$ cat config.mk
export PLATFORM = sky130hd
export DESIGN_NAME = usec_timer
export DESIGN_NICKNAME = d
export VERILOG_FILES = /design/src/include/usec_timer_pkg.sv /design/src/hw/usec_timer.sv
export SDC_FILE = /design/constraint.sdc
export NUM_CORES = 1
export LEC_CHECK = 0
export ABC_AREA = 1
export CORE_MARGIN = 2
export CORE_UTILIZATION = 35
export CTS_BUF_LIST = sky130_fd_sc_hd__clkbuf_16
export DETAILED_ROUTE_END_ITERATION = 6
export DONT_BUFFER_PORTS = 1
export PLACE_DENSITY = 0.54
export SETUP_SLACK_MARGIN = 0.3
export SLEW_MARGIN = 25
export SYNTH_ARGS = -nofsm -noshare
export SYNTH_HDL_FRONTEND = slang
export SYNTH_SLANG_ARGS = --single-unit
$ cat constraint.sdc
create_clock -name clk -period 2.1 [get_ports clk]
set_input_delay 0.42 -clock clk [delete_from_list [all_inputs] [get_ports clk]]
set_output_delay 0.42 -clock clk [all_outputs]
set_load 0.01 [all_outputs]
$ cat src/include/usec_timer_pkg.sv
/*
 * Constants, field layouts and bus carrier types for the microsecond timer.
 * Assumes an AXI4-Lite master with 32-bit data and one clock domain.
 */
package usec_timer_pkg;

    // ****************************************
    // register map
    // ****************************************
    localparam logic [31:0] TIMER_BASE_ADDR = 32'h40054000;
    localparam logic [6:0] OFF_TIME_HIGH_WRITE = 7'h00;
    localparam logic [6:0] OFF_TIME_LOW_WRITE = 7'h04;
    localparam logic [6:0] OFF_TIME_HIGH_READ = 7'h08;
    localparam logic [6:0] OFF_TIME_LOW_READ = 7'h0C;
    localparam logic [6:0] OFF_ALARM_TARGET_ZERO = 7'h10;
    localparam logic [6:0] OFF_ALARM_TARGET_ONE = 7'h14;
    localparam logic [6:0] OFF_ALARM_TARGET_TWO = 7'h18;
    localparam logic [6:0] OFF_ALARM_TARGET_THREE = 7'h1C;
    localparam logic [6:0] OFF_ALARM_ARM_STATE = 7'h20;
    localparam logic [6:0] OFF_LIVE_TIME_HIGH = 7'h24;
    localparam logic [6:0] OFF_LIVE_TIME_LOW = 7'h28;
    localparam logic [6:0] OFF_DEBUG_HALT_ENABLE = 7'h2C;
    localparam logic [6:0] OFF_TIMER_FREEZE = 7'h30;
    localparam logic [6:0] OFF_IRQ_RAW_FLAGS = 7'h34;
    localparam logic [6:0] OFF_IRQ_ENABLE_MASK = 7'h38;
    localparam logic [6:0] OFF_IRQ_FORCE_BITS = 7'h3C;
    localparam logic [6:0] OFF_IRQ_MASKED_STATUS = 7'h40;

    // ****************************************
    // fields and reset values
    // ****************************************
    localparam int NUM_ALARMS = 4;
    localparam int DEBUG_HALT_LSB = 1;
    localparam int FREEZE_BIT = 0;
    localparam logic [1:0] DEBUG_HALT_RESET = 2'h3;
    localparam logic [63:0] COUNT_RESET = 64'h0000000000000000;
    localparam logic [31:0] WORD_ZERO = 32'h00000000;
    localparam logic [1:0] RESP_OKAY = 2'h0;
    localparam logic [1:0] RESP_SLVERR = 2'h2;

    // ****************************************
    // bus carriers
    // ****************************************
    typedef struct packed {
        logic [31:0] addr;
        logic [2:0] prot;
    } axi_addr_type;

    typedef struct packed {
        logic [31:0] data;
        logic [3:0] strb;
    } axi_wdata_type;

    typedef struct packed {
        logic [31:0] data;
        logic [1:0] resp;
    } axi_rdata_type;

endpackage : usec_timer_pkg
$ cat src/hw/usec_timer.sv
/*
 * Microsecond timer: 64-bit counter, four compare alarms, AXI4-Lite slave.
 * Assumes tick is a one-cycle pulse synchronous to clk and that debug
 * activity inputs are synchronous levels.
 */
// Added by the designer: the AXI4-Lite interface to the registers.
`timescale 1ns/100ps
module usec_timer (
    input wire logic clk,
    input wire logic reset,
    input wire logic tick,
    input wire logic [1:0] debug_active,
    input wire logic s_axi_awvalid,
    output logic s_axi_awready,
    input wire usec_timer_pkg::axi_addr_type s_axi_aw,
    input wire logic s_axi_wvalid,
    output logic s_axi_wready,
    input wire usec_timer_pkg::axi_wdata_type s_axi_w,
    output logic s_axi_bvalid,
    input wire logic s_axi_bready,
    output logic [1:0] s_axi_bresp,
    input wire logic s_axi_arvalid,
    output logic s_axi_arready,
    input wire usec_timer_pkg::axi_addr_type s_axi_ar,
    output logic s_axi_rvalid,
    input wire logic s_axi_rready,
    output usec_timer_pkg::axi_rdata_type s_axi_r,
    output logic [3:0] alarm_irq
);

    // ****************************************
    // state
    // ****************************************
    logic [63:0] count_r;
    logic [31:0] low_stage_r;
    logic [31:0] high_latch_r;
    logic [31:0] target_r [4];
    logic [3:0] armed_r;
    logic [3:0] raw_r;
    logic [3:0] enable_r;
    logic [3:0] force_r;
    logic [1:0] dbg_en_r;
    logic freeze_r;
    logic aw_held_r;
    logic w_held_r;
    logic [6:0] aw_off_r;
    logic aw_ok_r;
    logic [31:0] w_data_r;
    logic [3:0] w_strb_r;
    logic bvalid_r;
    logic [1:0] bresp_r;
    logic rvalid_r;
    usec_timer_pkg::axi_rdata_type r_r;

    // ****************************************
    // address helpers
    // ****************************************
    // word-aligned offset within the 0x00..0x40 window, else unmapped
    function automatic logic in_map(input logic [31:0] a);
        in_map = (a[31:7] == usec_timer_pkg::TIMER_BASE_ADDR[31:7] || a[31:7] == 25'h0)
            && a[1:0] == 2'h0 && a[6:0] <= usec_timer_pkg::OFF_IRQ_MASKED_STATUS;
    endfunction : in_map

    // byte-enable merge of new data into an old word
    function automatic logic [31:0] merge(input logic [31:0] old, input logic [31:0] nw,
                                          input logic [3:0] be);
        merge = old;
        for (int i = 0; i < 4; i++) begin
            if (be[i]) begin
                merge[i*8 +: 8] = nw[i*8 +: 8];
            end
        end
    endfunction : merge

    // ****************************************
    // write channel decode
    // ****************************************
    wire do_write = aw_held_r && w_held_r && !bvalid_r && aw_ok_r;
    wire write_done = aw_held_r && w_held_r && !bvalid_r;
    wire [31:0] wmask = merge(usec_timer_pkg::WORD_ZERO, 32'hFFFFFFFF, w_strb_r);
    wire wr_high = do_write && aw_off_r == usec_timer_pkg::OFF_TIME_HIGH_WRITE;
    wire wr_low = do_write && aw_off_r == usec_timer_pkg::OFF_TIME_LOW_WRITE;
    wire wr_armed = do_write && aw_off_r == usec_timer_pkg::OFF_ALARM_ARM_STATE;
    wire wr_dbg = do_write && aw_off_r == usec_timer_pkg::OFF_DEBUG_HALT_ENABLE;
    wire wr_frz = do_write && aw_off_r == usec_timer_pkg::OFF_TIMER_FREEZE;
    wire wr_raw = do_write && aw_off_r == usec_timer_pkg::OFF_IRQ_RAW_FLAGS;
    wire wr_en = do_write && aw_off_r == usec_timer_pkg::OFF_IRQ_ENABLE_MASK;
    wire wr_frc = do_write && aw_off_r == usec_timer_pkg::OFF_IRQ_FORCE_BITS;
    wire [3:0] wr_target;
    wire [3:0] clr_bits = w_data_r[3:0] & wmask[3:0];
    // narrow registers merged on the full word so strobes act per byte
    wire [31:0] enable_merged = merge({28'h0000000, enable_r}, w_data_r, w_strb_r);
    wire [31:0] force_merged = merge({28'h0000000, force_r}, w_data_r, w_strb_r);
    wire [1:0] dbg_mask = wmask[usec_timer_pkg::DEBUG_HALT_LSB +: 2];
    wire [1:0] dbg_new = w_data_r[usec_timer_pkg::DEBUG_HALT_LSB +: 2];

    // alarm target strobes by word index 4..7
    for (genvar g = 0; g < 4; g++) begin : g_tgt
        assign wr_target[g] = do_write && aw_off_r[6:2] == 5'(g + 4);
    end

    // ****************************************
    // counter and alarms
    // ****************************************
    // advance gated by tick, freeze and enabled debug halts
    wire halted = freeze_r || |(dbg_en_r & debug_active);
    wire advance = tick && !halted;
    wire [3:0] fire;

    for (genvar g = 0; g < 4; g++) begin : g_fire
        assign fire[g] = armed_r[g] && target_r[g] == count_r[31:0];
    end

    wire [3:0] status = (raw_r & enable_r) | force_r;
    assign alarm_irq = status;

    // counter: a full-word commit wins over a tick in the same cycle
    always_ff @(posedge clk) begin
        if (reset) begin
            count_r <= usec_timer_pkg::COUNT_RESET;
        end else if (wr_high) begin
            count_r <= {merge(count_r[63:32], w_data_r, w_strb_r), low_stage_r};
        end else if (advance) begin
            count_r <= count_r + 64'h0000000000000001;
        end
    end

    // staging store for the low half
    always_ff @(posedge clk) begin
        if (reset) begin
            low_stage_r <= usec_timer_pkg::WORD_ZERO;
        end else if (wr_low) begin
            low_stage_r <= merge(low_stage_r, w_data_r, w_strb_r);
        end
    end

    // alarm targets
    always_ff @(posedge clk) begin
        for (int i = 0; i < 4; i++) begin
            if (reset) begin
                target_r[i] <= usec_timer_pkg::WORD_ZERO;
            end else if (wr_target[i]) begin
                target_r[i] <= merge(target_r[i], w_data_r, w_strb_r);
            end
        end
    end

    // armed flags: a fresh arm wins over fire and disarm in the same cycle
    always_ff @(posedge clk) begin
        if (reset) begin
            armed_r <= 4'h0;
        end else begin
            armed_r <= (armed_r & ~fire & ~(wr_armed ? clr_bits : 4'h0)) | wr_target;
        end
    end

    // raw flags: a fire beats a write-one clear
    always_ff @(posedge clk) begin
        if (reset) begin
            raw_r <= 4'h0;
        end else begin
            raw_r <= (raw_r & ~(wr_raw ? clr_bits : 4'h0)) | fire;
        end
    end

    // control registers
    always_ff @(posedge clk) begin
        if (reset) begin
            enable_r <= 4'h0;
            force_r <= 4'h0;
            dbg_en_r <= usec_timer_pkg::DEBUG_HALT_RESET;
            freeze_r <= 1'b0;
        end else begin
            if (wr_en) enable_r <= enable_merged[3:0];
            if (wr_frc) force_r <= force_merged[3:0];
            if (wr_dbg) dbg_en_r <= (dbg_en_r & ~dbg_mask) | (dbg_new & dbg_mask);
            if (wr_frz && w_strb_r[0]) freeze_r <= w_data_r[usec_timer_pkg::FREEZE_BIT];
        end
    end

    // ****************************************
    // write channel handshake
    // ****************************************
    assign s_axi_awready = !aw_held_r;
    assign s_axi_wready = !w_held_r;
    assign s_axi_bvalid = bvalid_r;
    assign s_axi_bresp = bresp_r;

    // address and data taken in either order, response after both
    always_ff @(posedge clk) begin
        if (reset) begin
            aw_held_r <= 1'b0;
            w_held_r <= 1'b0;
            aw_off_r <= 7'h00;
            aw_ok_r <= 1'b0;
            w_data_r <= usec_timer_pkg::WORD_ZERO;
            w_strb_r <= 4'h0;
            bvalid_r <= 1'b0;
            bresp_r <= usec_timer_pkg::RESP_OKAY;
        end else begin
            if (s_axi_awvalid && !aw_held_r) begin
                aw_held_r <= 1'b1;
                aw_off_r <= s_axi_aw.addr[6:0];
                aw_ok_r <= in_map(s_axi_aw.addr);
            end
            if (s_axi_wvalid && !w_held_r) begin
                w_held_r <= 1'b1;
                w_data_r <= s_axi_w.data;
                w_strb_r <= s_axi_w.strb;
            end
            if (write_done) begin
                bvalid_r <= 1'b1;
                bresp_r <= aw_ok_r ? usec_timer_pkg::RESP_OKAY : usec_timer_pkg::RESP_SLVERR;
            end
            if (bvalid_r && s_axi_bready) begin
                bvalid_r <= 1'b0;
                aw_held_r <= 1'b0;
                w_held_r <= 1'b0;
            end
        end
    end

    // ****************************************
    // read channel
    // ****************************************
    wire [6:0] ar_off = s_axi_ar.addr[6:0];
    wire ar_take = s_axi_arvalid && !rvalid_r;
    wire ar_ok = in_map(s_axi_ar.addr);
    wire rd_low_latched = ar_take && ar_ok && ar_off == usec_timer_pkg::OFF_TIME_LOW_READ;
    logic [31:0] rd_word;
    assign s_axi_arready = !rvalid_r;
    assign s_axi_rvalid = rvalid_r;
    assign s_axi_r = r_r;

    // read mux; write-only registers read as zero
    always_comb begin
        rd_word = usec_timer_pkg::WORD_ZERO;
        unique case (ar_off)
            usec_timer_pkg::OFF_TIME_HIGH_READ: rd_word = high_latch_r;
            usec_timer_pkg::OFF_TIME_LOW_READ: rd_word = count_r[31:0];
            usec_timer_pkg::OFF_ALARM_TARGET_ZERO: rd_word = target_r[0];
            usec_timer_pkg::OFF_ALARM_TARGET_ONE: rd_word = target_r[1];
            usec_timer_pkg::OFF_ALARM_TARGET_TWO: rd_word = target_r[2];
            usec_timer_pkg::OFF_ALARM_TARGET_THREE: rd_word = target_r[3];
            usec_timer_pkg::OFF_ALARM_ARM_STATE: rd_word = {28'h0000000, armed_r};
            usec_timer_pkg::OFF_LIVE_TIME_HIGH: rd_word = count_r[63:32];
            usec_timer_pkg::OFF_LIVE_TIME_LOW: rd_word = count_r[31:0];
            usec_timer_pkg::OFF_DEBUG_HALT_ENABLE: rd_word = {29'h0, dbg_en_r, 1'b0};
            usec_timer_pkg::OFF_TIMER_FREEZE: rd_word = {31'h0, freeze_r};
            usec_timer_pkg::OFF_IRQ_RAW_FLAGS: rd_word = {28'h0000000, raw_r};
            usec_timer_pkg::OFF_IRQ_ENABLE_MASK: rd_word = {28'h0000000, enable_r};
            usec_timer_pkg::OFF_IRQ_FORCE_BITS: rd_word = {28'h0000000, force_r};
            usec_timer_pkg::OFF_IRQ_MASKED_STATUS: rd_word = {28'h0000000, status};
            default: rd_word = usec_timer_pkg::WORD_ZERO;
        endcase
    end

    // upper half caught when the low latched view is read
    always_ff @(posedge clk) begin
        if (reset) begin
            high_latch_r <= usec_timer_pkg::WORD_ZERO;
        end else if (rd_low_latched) begin
            high_latch_r <= count_r[63:32];
        end
    end

    // read data registered, one cycle after the address is taken
    always_ff @(posedge clk) begin
        if (reset) begin
            rvalid_r <= 1'b0;
            r_r <= '0;
        end else if (ar_take) begin
            rvalid_r <= 1'b1;
            r_r.data <= ar_ok ? rd_word : usec_timer_pkg::WORD_ZERO;
            r_r.resp <= ar_ok ? usec_timer_pkg::RESP_OKAY : usec_timer_pkg::RESP_SLVERR;
        end else if (rvalid_r && s_axi_rready) begin
            rvalid_r <= 1'b0;
        end
    end

    // ****************************************
    // assertions
    // ****************************************
    commit_loads_a: assert property (@(posedge clk) disable iff (reset)
        wr_high |=> count_r[31:0] == $past(low_stage_r))
        else $error("high write did not commit staged low half");
    fire_disarms_a: assert property (@(posedge clk) disable iff (reset)
        (fire & ~wr_target) != 4'h0 |=> (armed_r & $past(fire & ~wr_target)) == 4'h0)
        else $error("alarm still armed after firing");
    fire_latches_a: assert property (@(posedge clk) disable iff (reset)
        fire[0] |=> raw_r[0])
        else $error("raw flag missed a fire");
    arm_sets_a: assert property (@(posedge clk) disable iff (reset)
        wr_target[2] |=> armed_r[2])
        else $error("target write did not arm");
    frozen_hold_a: assert property (@(posedge clk) disable iff (reset)
        halted && !wr_high |=> $stable(count_r))
        else $error("count moved while halted");
    tick_step_a: assert property (@(posedge clk) disable iff (reset)
        advance && !wr_high |=> count_r == $past(count_r) + 64'h0000000000000001)
        else $error("count did not step on tick");
    no_tick_a: assert property (@(posedge clk) disable iff (reset)
        !tick && !wr_high |=> $stable(count_r))
        else $error("count moved without tick");
    irq_status_a: assert property (@(posedge clk) disable iff (reset)
        force_r[2] |-> alarm_irq[2])
        else $error("forced alarm interrupt not raised");
    latch_high_a: assert property (@(posedge clk) disable iff (reset)
        rd_low_latched |=> high_latch_r == $past(count_r[63:32]))
        else $error("high half not captured");

    // register writes, reads and bus answers
    disarm_clears_a: assert property (@(posedge clk) disable iff (reset)
        wr_armed |=> (armed_r & $past(clr_bits)) == 4'h0)
        else $error("alarm still armed after disarm write");
    raw_clear_a: assert property (@(posedge clk) disable iff (reset)
        wr_raw && fire == 4'h0 |=> (raw_r & $past(clr_bits)) == 4'h0)
        else $error("raw flag survived its clear");
    stage_hold_a: assert property (@(posedge clk) disable iff (reset)
        wr_low && !advance |=> $stable(count_r))
        else $error("low write reached the count");
    commit_high_a: assert property (@(posedge clk) disable iff (reset)
        wr_high && w_strb_r == 4'hF |=> count_r[63:32] == $past(w_data_r))
        else $error("high write not committed");
    debug_hold_a: assert property (@(posedge clk) disable iff (reset)
        (dbg_en_r & debug_active) != 2'h0 && !wr_high |=> $stable(count_r))
        else $error("count moved in debug halt");
    raw_read_a: assert property (@(posedge clk) disable iff (reset)
        ar_take && ar_off == usec_timer_pkg::OFF_LIVE_TIME_LOW |=> $stable(high_latch_r))
        else $error("live read moved the latch");
    live_high_a: assert property (@(posedge clk) disable iff (reset)
        ar_take && ar_ok && ar_off == usec_timer_pkg::OFF_LIVE_TIME_HIGH
        |=> s_axi_r.data == $past(count_r[63:32]))
        else $error("live high read wrong");
    low_read_a: assert property (@(posedge clk) disable iff (reset)
        ar_take && ar_ok && ar_off == usec_timer_pkg::OFF_TIME_LOW_READ
        |=> s_axi_r.data == $past(count_r[31:0]))
        else $error("latched low read wrong");
    write_slverr_a: assert property (@(posedge clk) disable iff (reset)
        write_done && !aw_ok_r |=> s_axi_bresp == usec_timer_pkg::RESP_SLVERR)
        else $error("unmapped write not refused");
    read_slverr_a: assert property (@(posedge clk) disable iff (reset)
        ar_take && !ar_ok |=> s_axi_r.resp == usec_timer_pkg::RESP_SLVERR)
        else $error("unmapped read not refused");

    // reset state, watched without the reset disable
    reset_zero_a: assert property (@(posedge clk)
        reset |=> count_r == usec_timer_pkg::COUNT_RESET && armed_r == 4'h0 && raw_r == 4'h0)
        else $error("state not cleared by reset");

endmodule : usec_timer

Word-level counts from Yosys, hierarchy flattened
Memories as Yosys holds them, arrays and structs flattened.
Cells that the tools add are included.
{"block": "word_totals", "ff_bits": 231, "ramBits": 128, "inputBits": 116, "out_inout_bits": 45, "word_cells": 228, "memories": 1}
{"block": "classes", "add_sub_neg": 1, "n_lt_le_gt_ge": 2, "eq_ne": 36, "n_mux": 81, "bitwise_logic": 20, "reduce_logical": 60}
{"memory": "target_r", "depth": 4, "width": 32, "rd": 4, "rd_ports_with_merged_regs": 0, "write_ports": 4, "line": "usec_timer.sv:37", "text": "logic [31:0] target_r [4];"}
{"op": "$pmux W32 S14", "count": 1}
{"op": "$mux W8", "count": 52}
{"op": "$mux W32", "count": 5}
{"op": "$eq A32 B32 Y1", "count": 4}
{"op": "$mux W64", "count": 2}
{"op": "$eq A7 B6 Y1 const B", "count": 14}
{"op": "$add A64 B1 Y64 const B", "count": 1}
{"op": "$eq A25 B24 Y1 const B", "count": 2}
{"op": "$logic_not A25 Y1", "count": 2}
{"op": "$logic_and A1 B1 Y1", "count": 32}
{"op": "$eq A7 B5 Y1 const B", "count": 4}
{"op": "$and A4 B4 Y4", "count": 5}
{"op": "$eq A5 B3 Y1 const B", "count": 4}
{"op": "$reduce_and A2 Y1", "count": 10}
{"op": "$mux W1", "count": 16}
{"op": "$eq A7 B4 Y1 const B", "count": 2}
{"op": "$le A7 B7 Y1 const B", "count": 2}
{"op": "$mux W4", "count": 3}
{"op": "$not A4 Y4", "count": 3}
{"op": "$or A4 B4 Y4", "count": 3}
{"op": "$ne A2 B2 Y1 const B", "count": 4}
{"op": "$eq A7 B3 Y1 const B", "count": 1}
{"op": "$eq A7 B7 Y1 const B", "count": 1}
{"op": "$logic_not A7 Y1", "count": 1}
{"op": "other kinds (10)", "count": 26}

Depth between registers and ports, before layout
{"block": "depth", "word_depth": 8, "depth_mapped": 13, "ltp_nobuf": 12}

Worst setup path before layout
Ideal clock, no wire load.
{"block": "synth_timing", "path_type": "register to register", "startpoint": "register bvalid_r (netlist: s_axi_bvalid)", "endpoint": "memory target_r[2][0], enable pin", "setup_time_ns": 0.384, "t_arrival_ns": 1.761, "t_required_ns": 1.716, "setup_slack_ns": -0.045, "stages_incl_launch_ff": 8, "path_buffers": 0, "synth_period_minus_slack_ns": 2.145, "path_cell_list": "dfxtp_1 > inv_1 > nand3_1 > nor2_4 > inv_2 > nor3_1 > nand2_1 > o21ai_0"}
{"element": "start, declared", "line": "usec_timer.sv:50", "text": "logic bvalid_r;"}
{"element": "start signal, assigned", "line": "usec_timer.sv:198", "text": "bvalid_r <= 1'b0;"}
{"element": "start signal, assigned", "line": "usec_timer.sv:212", "text": "bvalid_r <= 1'b1;"}
{"element": "start signal, assigned", "line": "usec_timer.sv:216", "text": "bvalid_r <= 1'b0;"}
{"element": "end, declared", "line": "usec_timer.sv:37"}

Worst setup path in the final report
{"block": "layout_timing", "startpoint": "register bvalid_r (netlist: s_axi_bvalid)", "endpoint": "register count_r[30]"}
{"block": "layout_between", "elab_chain_len": 5, "word_cells_on_any_way": 6, "cone_classes": "mux: 1; reduce/logical: 5"}
{"element": "$logic_not A1 Y1 *", "line": "usec_timer.sv:78", "text": "wire do_write = aw_held_r && w_held_r && !bvalid_r && aw_ok_r;"}
{"element": "$logic_and A1 B1 Y1 * (2 in a row)", "line": "usec_timer.sv:78"}
{"element": "$logic_and A1 B1 Y1 *", "line": "usec_timer.sv:81", "text": "wire wr_high = do_write && aw_off_r == usec_timer_pkg::OFF_TIME_HIGH_WRITE;"}
{"element": "$mux W64 / $reduce_bool A2 Y1 (equally long branches)"}
{"element": "end signal, assigned", "line": "usec_timer.sv:120", "text": "count_r <= usec_timer_pkg::COUNT_RESET;"}
{"element": "end signal, assigned", "line": "usec_timer.sv:122", "text": "count_r <= {merge(count_r[63:32], w_data_r, w_strb_r), low_stage_r};"}
{"element": "end signal, assigned", "line": "usec_timer.sv:124", "text": "count_r <= count_r + 64'h0000000000000001;"}
{"element": "end, declared", "line": "usec_timer.sv:34", "text": "logic [63:0] count_r;"}
Every way passes the cells marked *; elsewhere a longest branch is shown, timed or not.
A chain may end at the register's enable or synchronous reset.

==> impl_metrics.yaml <==
routing:
  first_iter_violations: 2031
  drt-vias-per-instance: 5.33
  ant_nets: 0
  routed_wl_um: 75300
  wl_per_cell_um: 21.1
  vias: 19000
  firstDrtPassIters: 7
  drc: 1
logic_synthesis:
  synthDistinctLibCells: 44
  synth_edf_count: 128
  synthArstFlopShare_pct: 0
  syn_area_um2: 19100
  syn_inst: 2696
  synth_area_leaders: "dfxtp_1 (24%), edfxtp_1 (20%), nand2_1 (13%)"
  ys.flop_type: "dfxtp_1"
  ys_seq_area_share_pct: 44.1
  ys_ff_latch: 357
  synth_top_cell_by_area: "dfxtp_1"
  ys_warn_count: 0
  syn_avg_cell_area_um2: 7.09
  yosysTopAreaCellShare_pct: 24.0
pwr:
  powerDensity_nw_per_um2: 660
  leakage_nw: 9.07
  ir_worst_vdd_v: 0.000517
cells_and_area:
  syn_to_final_growth_pct: 24.9
  drive_gt1_share_pct: 19.4
  nFillCells: 5443
  final_common_cell: "nand2_1"
  final_area_um2: 23900
  mostFrequentLayoutCells: "nand2_1 (642), nor2_1 (380), dfxtp_1 (192)"
  fin_nets: 2958
outcome:
  violations: "DRC, hold timing"
  status: "finished with violations"
sta:
  slew_headroom_pct: 64.3
  fin_hold_ws_ps: -55.2
  tightest_slew_ps: 535
  period_minus_slack_ps: 1780
  fin_crit_sh_pct: 84.6
  finalHoldViolCount: 10
  drv_slew: 0
  fin_worst_skew_ps: 34.5
  max_freq_mhz: 563
  setup_violations: 0
  final.setup.tns_ps: 0
  grt_setup_unrepaired: "true"
critical_path:
  critPathMaxStageDelay_ps: 320
  start_kind: "flop"
  crit_chain: "inv_2 > nand3_4 > nor2_4 > inv_2 > nor2_4 > nand2_4 > nand2_4 > clkinvlp_4 > buf_6 > nand2_1 > a31oi_1"
  required_ps: 2530
  cp.arrival_ps: 2200
  cp_slowest_cell: "dfxtp_2"
  crit_type: "flop to flop"
  cp_max_fo: 8
  endpoint_kind: "flop"
grt:
  grt_max_degree: 88
  overflow: 0
  antenna_found_initial: 0
  grt.met1_usage_pct: 37.9
  grt_pass1_wl_um: 111000
  use_met2_pct: 37.7
  grt-busiest-layer: "met1"
  use_met3_pct: 5.40
  first_global_vias: 18000
  grt_usage_pct: 26.1
clocking:
  numCtsBuffers: 41
  root_buffer: "clkbuf_16"
  clock_latency_ps: 580
  clock_path_buffers: 3
  htree_levels: 2
  clkSinkCount: 357
  path_clk_slew_ps: 60
  ctsHoldBuffers: 8
  cts_tree: "done"
floorplan:
  fp.dieArea_um2: 56500
  row_count: 85
  dieHeight_um: 238
  die_w_um: 238
  io_pins: 161
  core_area_um2: 53900
  start_util_pct: 35.4
min_path:
  hold_class: "input port to flop"
placement:
  dpl_cell_area_um2: 21100
  place_congestion: 0.965
  post-dp-hpwl_um: 56800
  numPortBuffers: 0
job:
  timing.max_cap.violations: 0
[layer usage]
layer  up-vias  routed length, um
li1       9075                  -
met1      8930              33700
met2       885              31300
met3       132               7460
met4         0               2790
met5         -                  0
[through the flow]
step / util, % / power (W) / setup slack [ps] / cells
4_1_cts: 42.4 / 0.0158 / 222 / 3539
5_1_grt: 44.3 / 0.0163 / 232 / 3568
3_5_place_dp: 39.1 / 0.00850 / 51.4 / 3451
3_3_place_gp: 39.1 / 0.00848 / 50.7 / 3451
6_report: 44.3 / 0.0158 / 324 / 3569
2_1_floorplan: - / 0.00809 / 146 / 2697
[where the power goes]
group	internal (W)	switching [W]
Sequential	0.00731	0.000148
Combinational	0.000335	0.000677
Clock	0.00424	0.00305
Total	0.0119	0.00387
[critical path, delay by kind of cell (launching register included)]
family | cells | cell delay [ps]
buf+inv | 4 | 610
flops | 1 | 320
simple gates | 6 | 630
compound gates | 1 | 70
[cells by family after synthesis]
family / Yosys count / share of synthesized area [%]
flops: 357 / 44.1
buf+inv: 341 / 7.17
simple gates: 1432 / 30.7
compound gates: 441 / 12.3
other cells: 1 / 0.0196
fa+ha+maj: 1 / 0.0655
xor+xnor: 123 / 5.64
[layout make-up]
class	count	area, um2	area share (%)
inverter	206	806	3.38
timing repair buffer	236	2260	9.47
clock buffer	42	1050	4.40
tap	696	871	3.65
clock inverter	32	284	1.19
sequential	357	8490	35.6
antenna	1	2.50	0.0105
multi-input combinational	1999	10100	42.3
[flip-flops by register name, summed over array words and instances, names as in the netlist, named ones only]
register,cells
target_r,128
count_r,64
s_axi_r,33
high_latch_r,32
low_stage_r,32
w_data_r,32
aw_off_r,7
armed_r,4
enable_r,4
force_r,4
raw_r,4
w_strb_r,4
aw_held_r,1
aw_ok_r,1
freeze_r,1
s_axi_bresp,1
s_axi_bvalid,1
s_axi_rvalid,1
w_held_r,1
[synth_stat cells (2+ instances only)]
library cell,count
a21o_1,3
nand2_2,3
a21oi_1,173
a22oi_1,28
o21ai_0,196
clkbuf_1,83
nor2_2,7
inv_2,10
nand2_1,680
a31oi_1,15
nor2_1,452
nand4_1,25
nor3_2,2
edfxtp_1,128
buf_2,42
nor3_1,24
nor2_4,3
dfxtp_1,229
buf_1,2
o211ai_1,6
nor4_1,4
buf_4,6
buf_6,2
o21ai_1,6
or2_2,24
xnor2_1,72
inv_1,192
xor2_1,51
clkinv_1,4
a211oi_1,2
and2_1,3
nand3_1,200
o221ai_1,2
o22ai_1,7
[what timing repair did]
item,CTS,global route
resized for setup,89,245
setup endpoints to repair,259,216
endpoints found under the hold margin,90,83
setup buffers,5,28
pin swaps,4,49
gates cloned,1,2
[final timing paths]
path / startpoint / end / slack, ps / cells after the start
max reg2reg: s_axi_bvalid$_SDFFE_PP0N_ / count_r[30]$_SDFFE_PP0P_ / 320 / 11
min reg2reg: low_stage_r[20]$_SDFFE_PP0P_ / low_stage_r[20]$_SDFFE_PP0P_ / 440 / 2
min: reset / raw_r[2]$_SDFF_PP0_ / -60 / 1
max: s_axi_bvalid$_SDFFE_PP0N_ / count_r[30]$_SDFFE_PP0P_ / 320 / 11
Power figures use the tool's default switching activity.
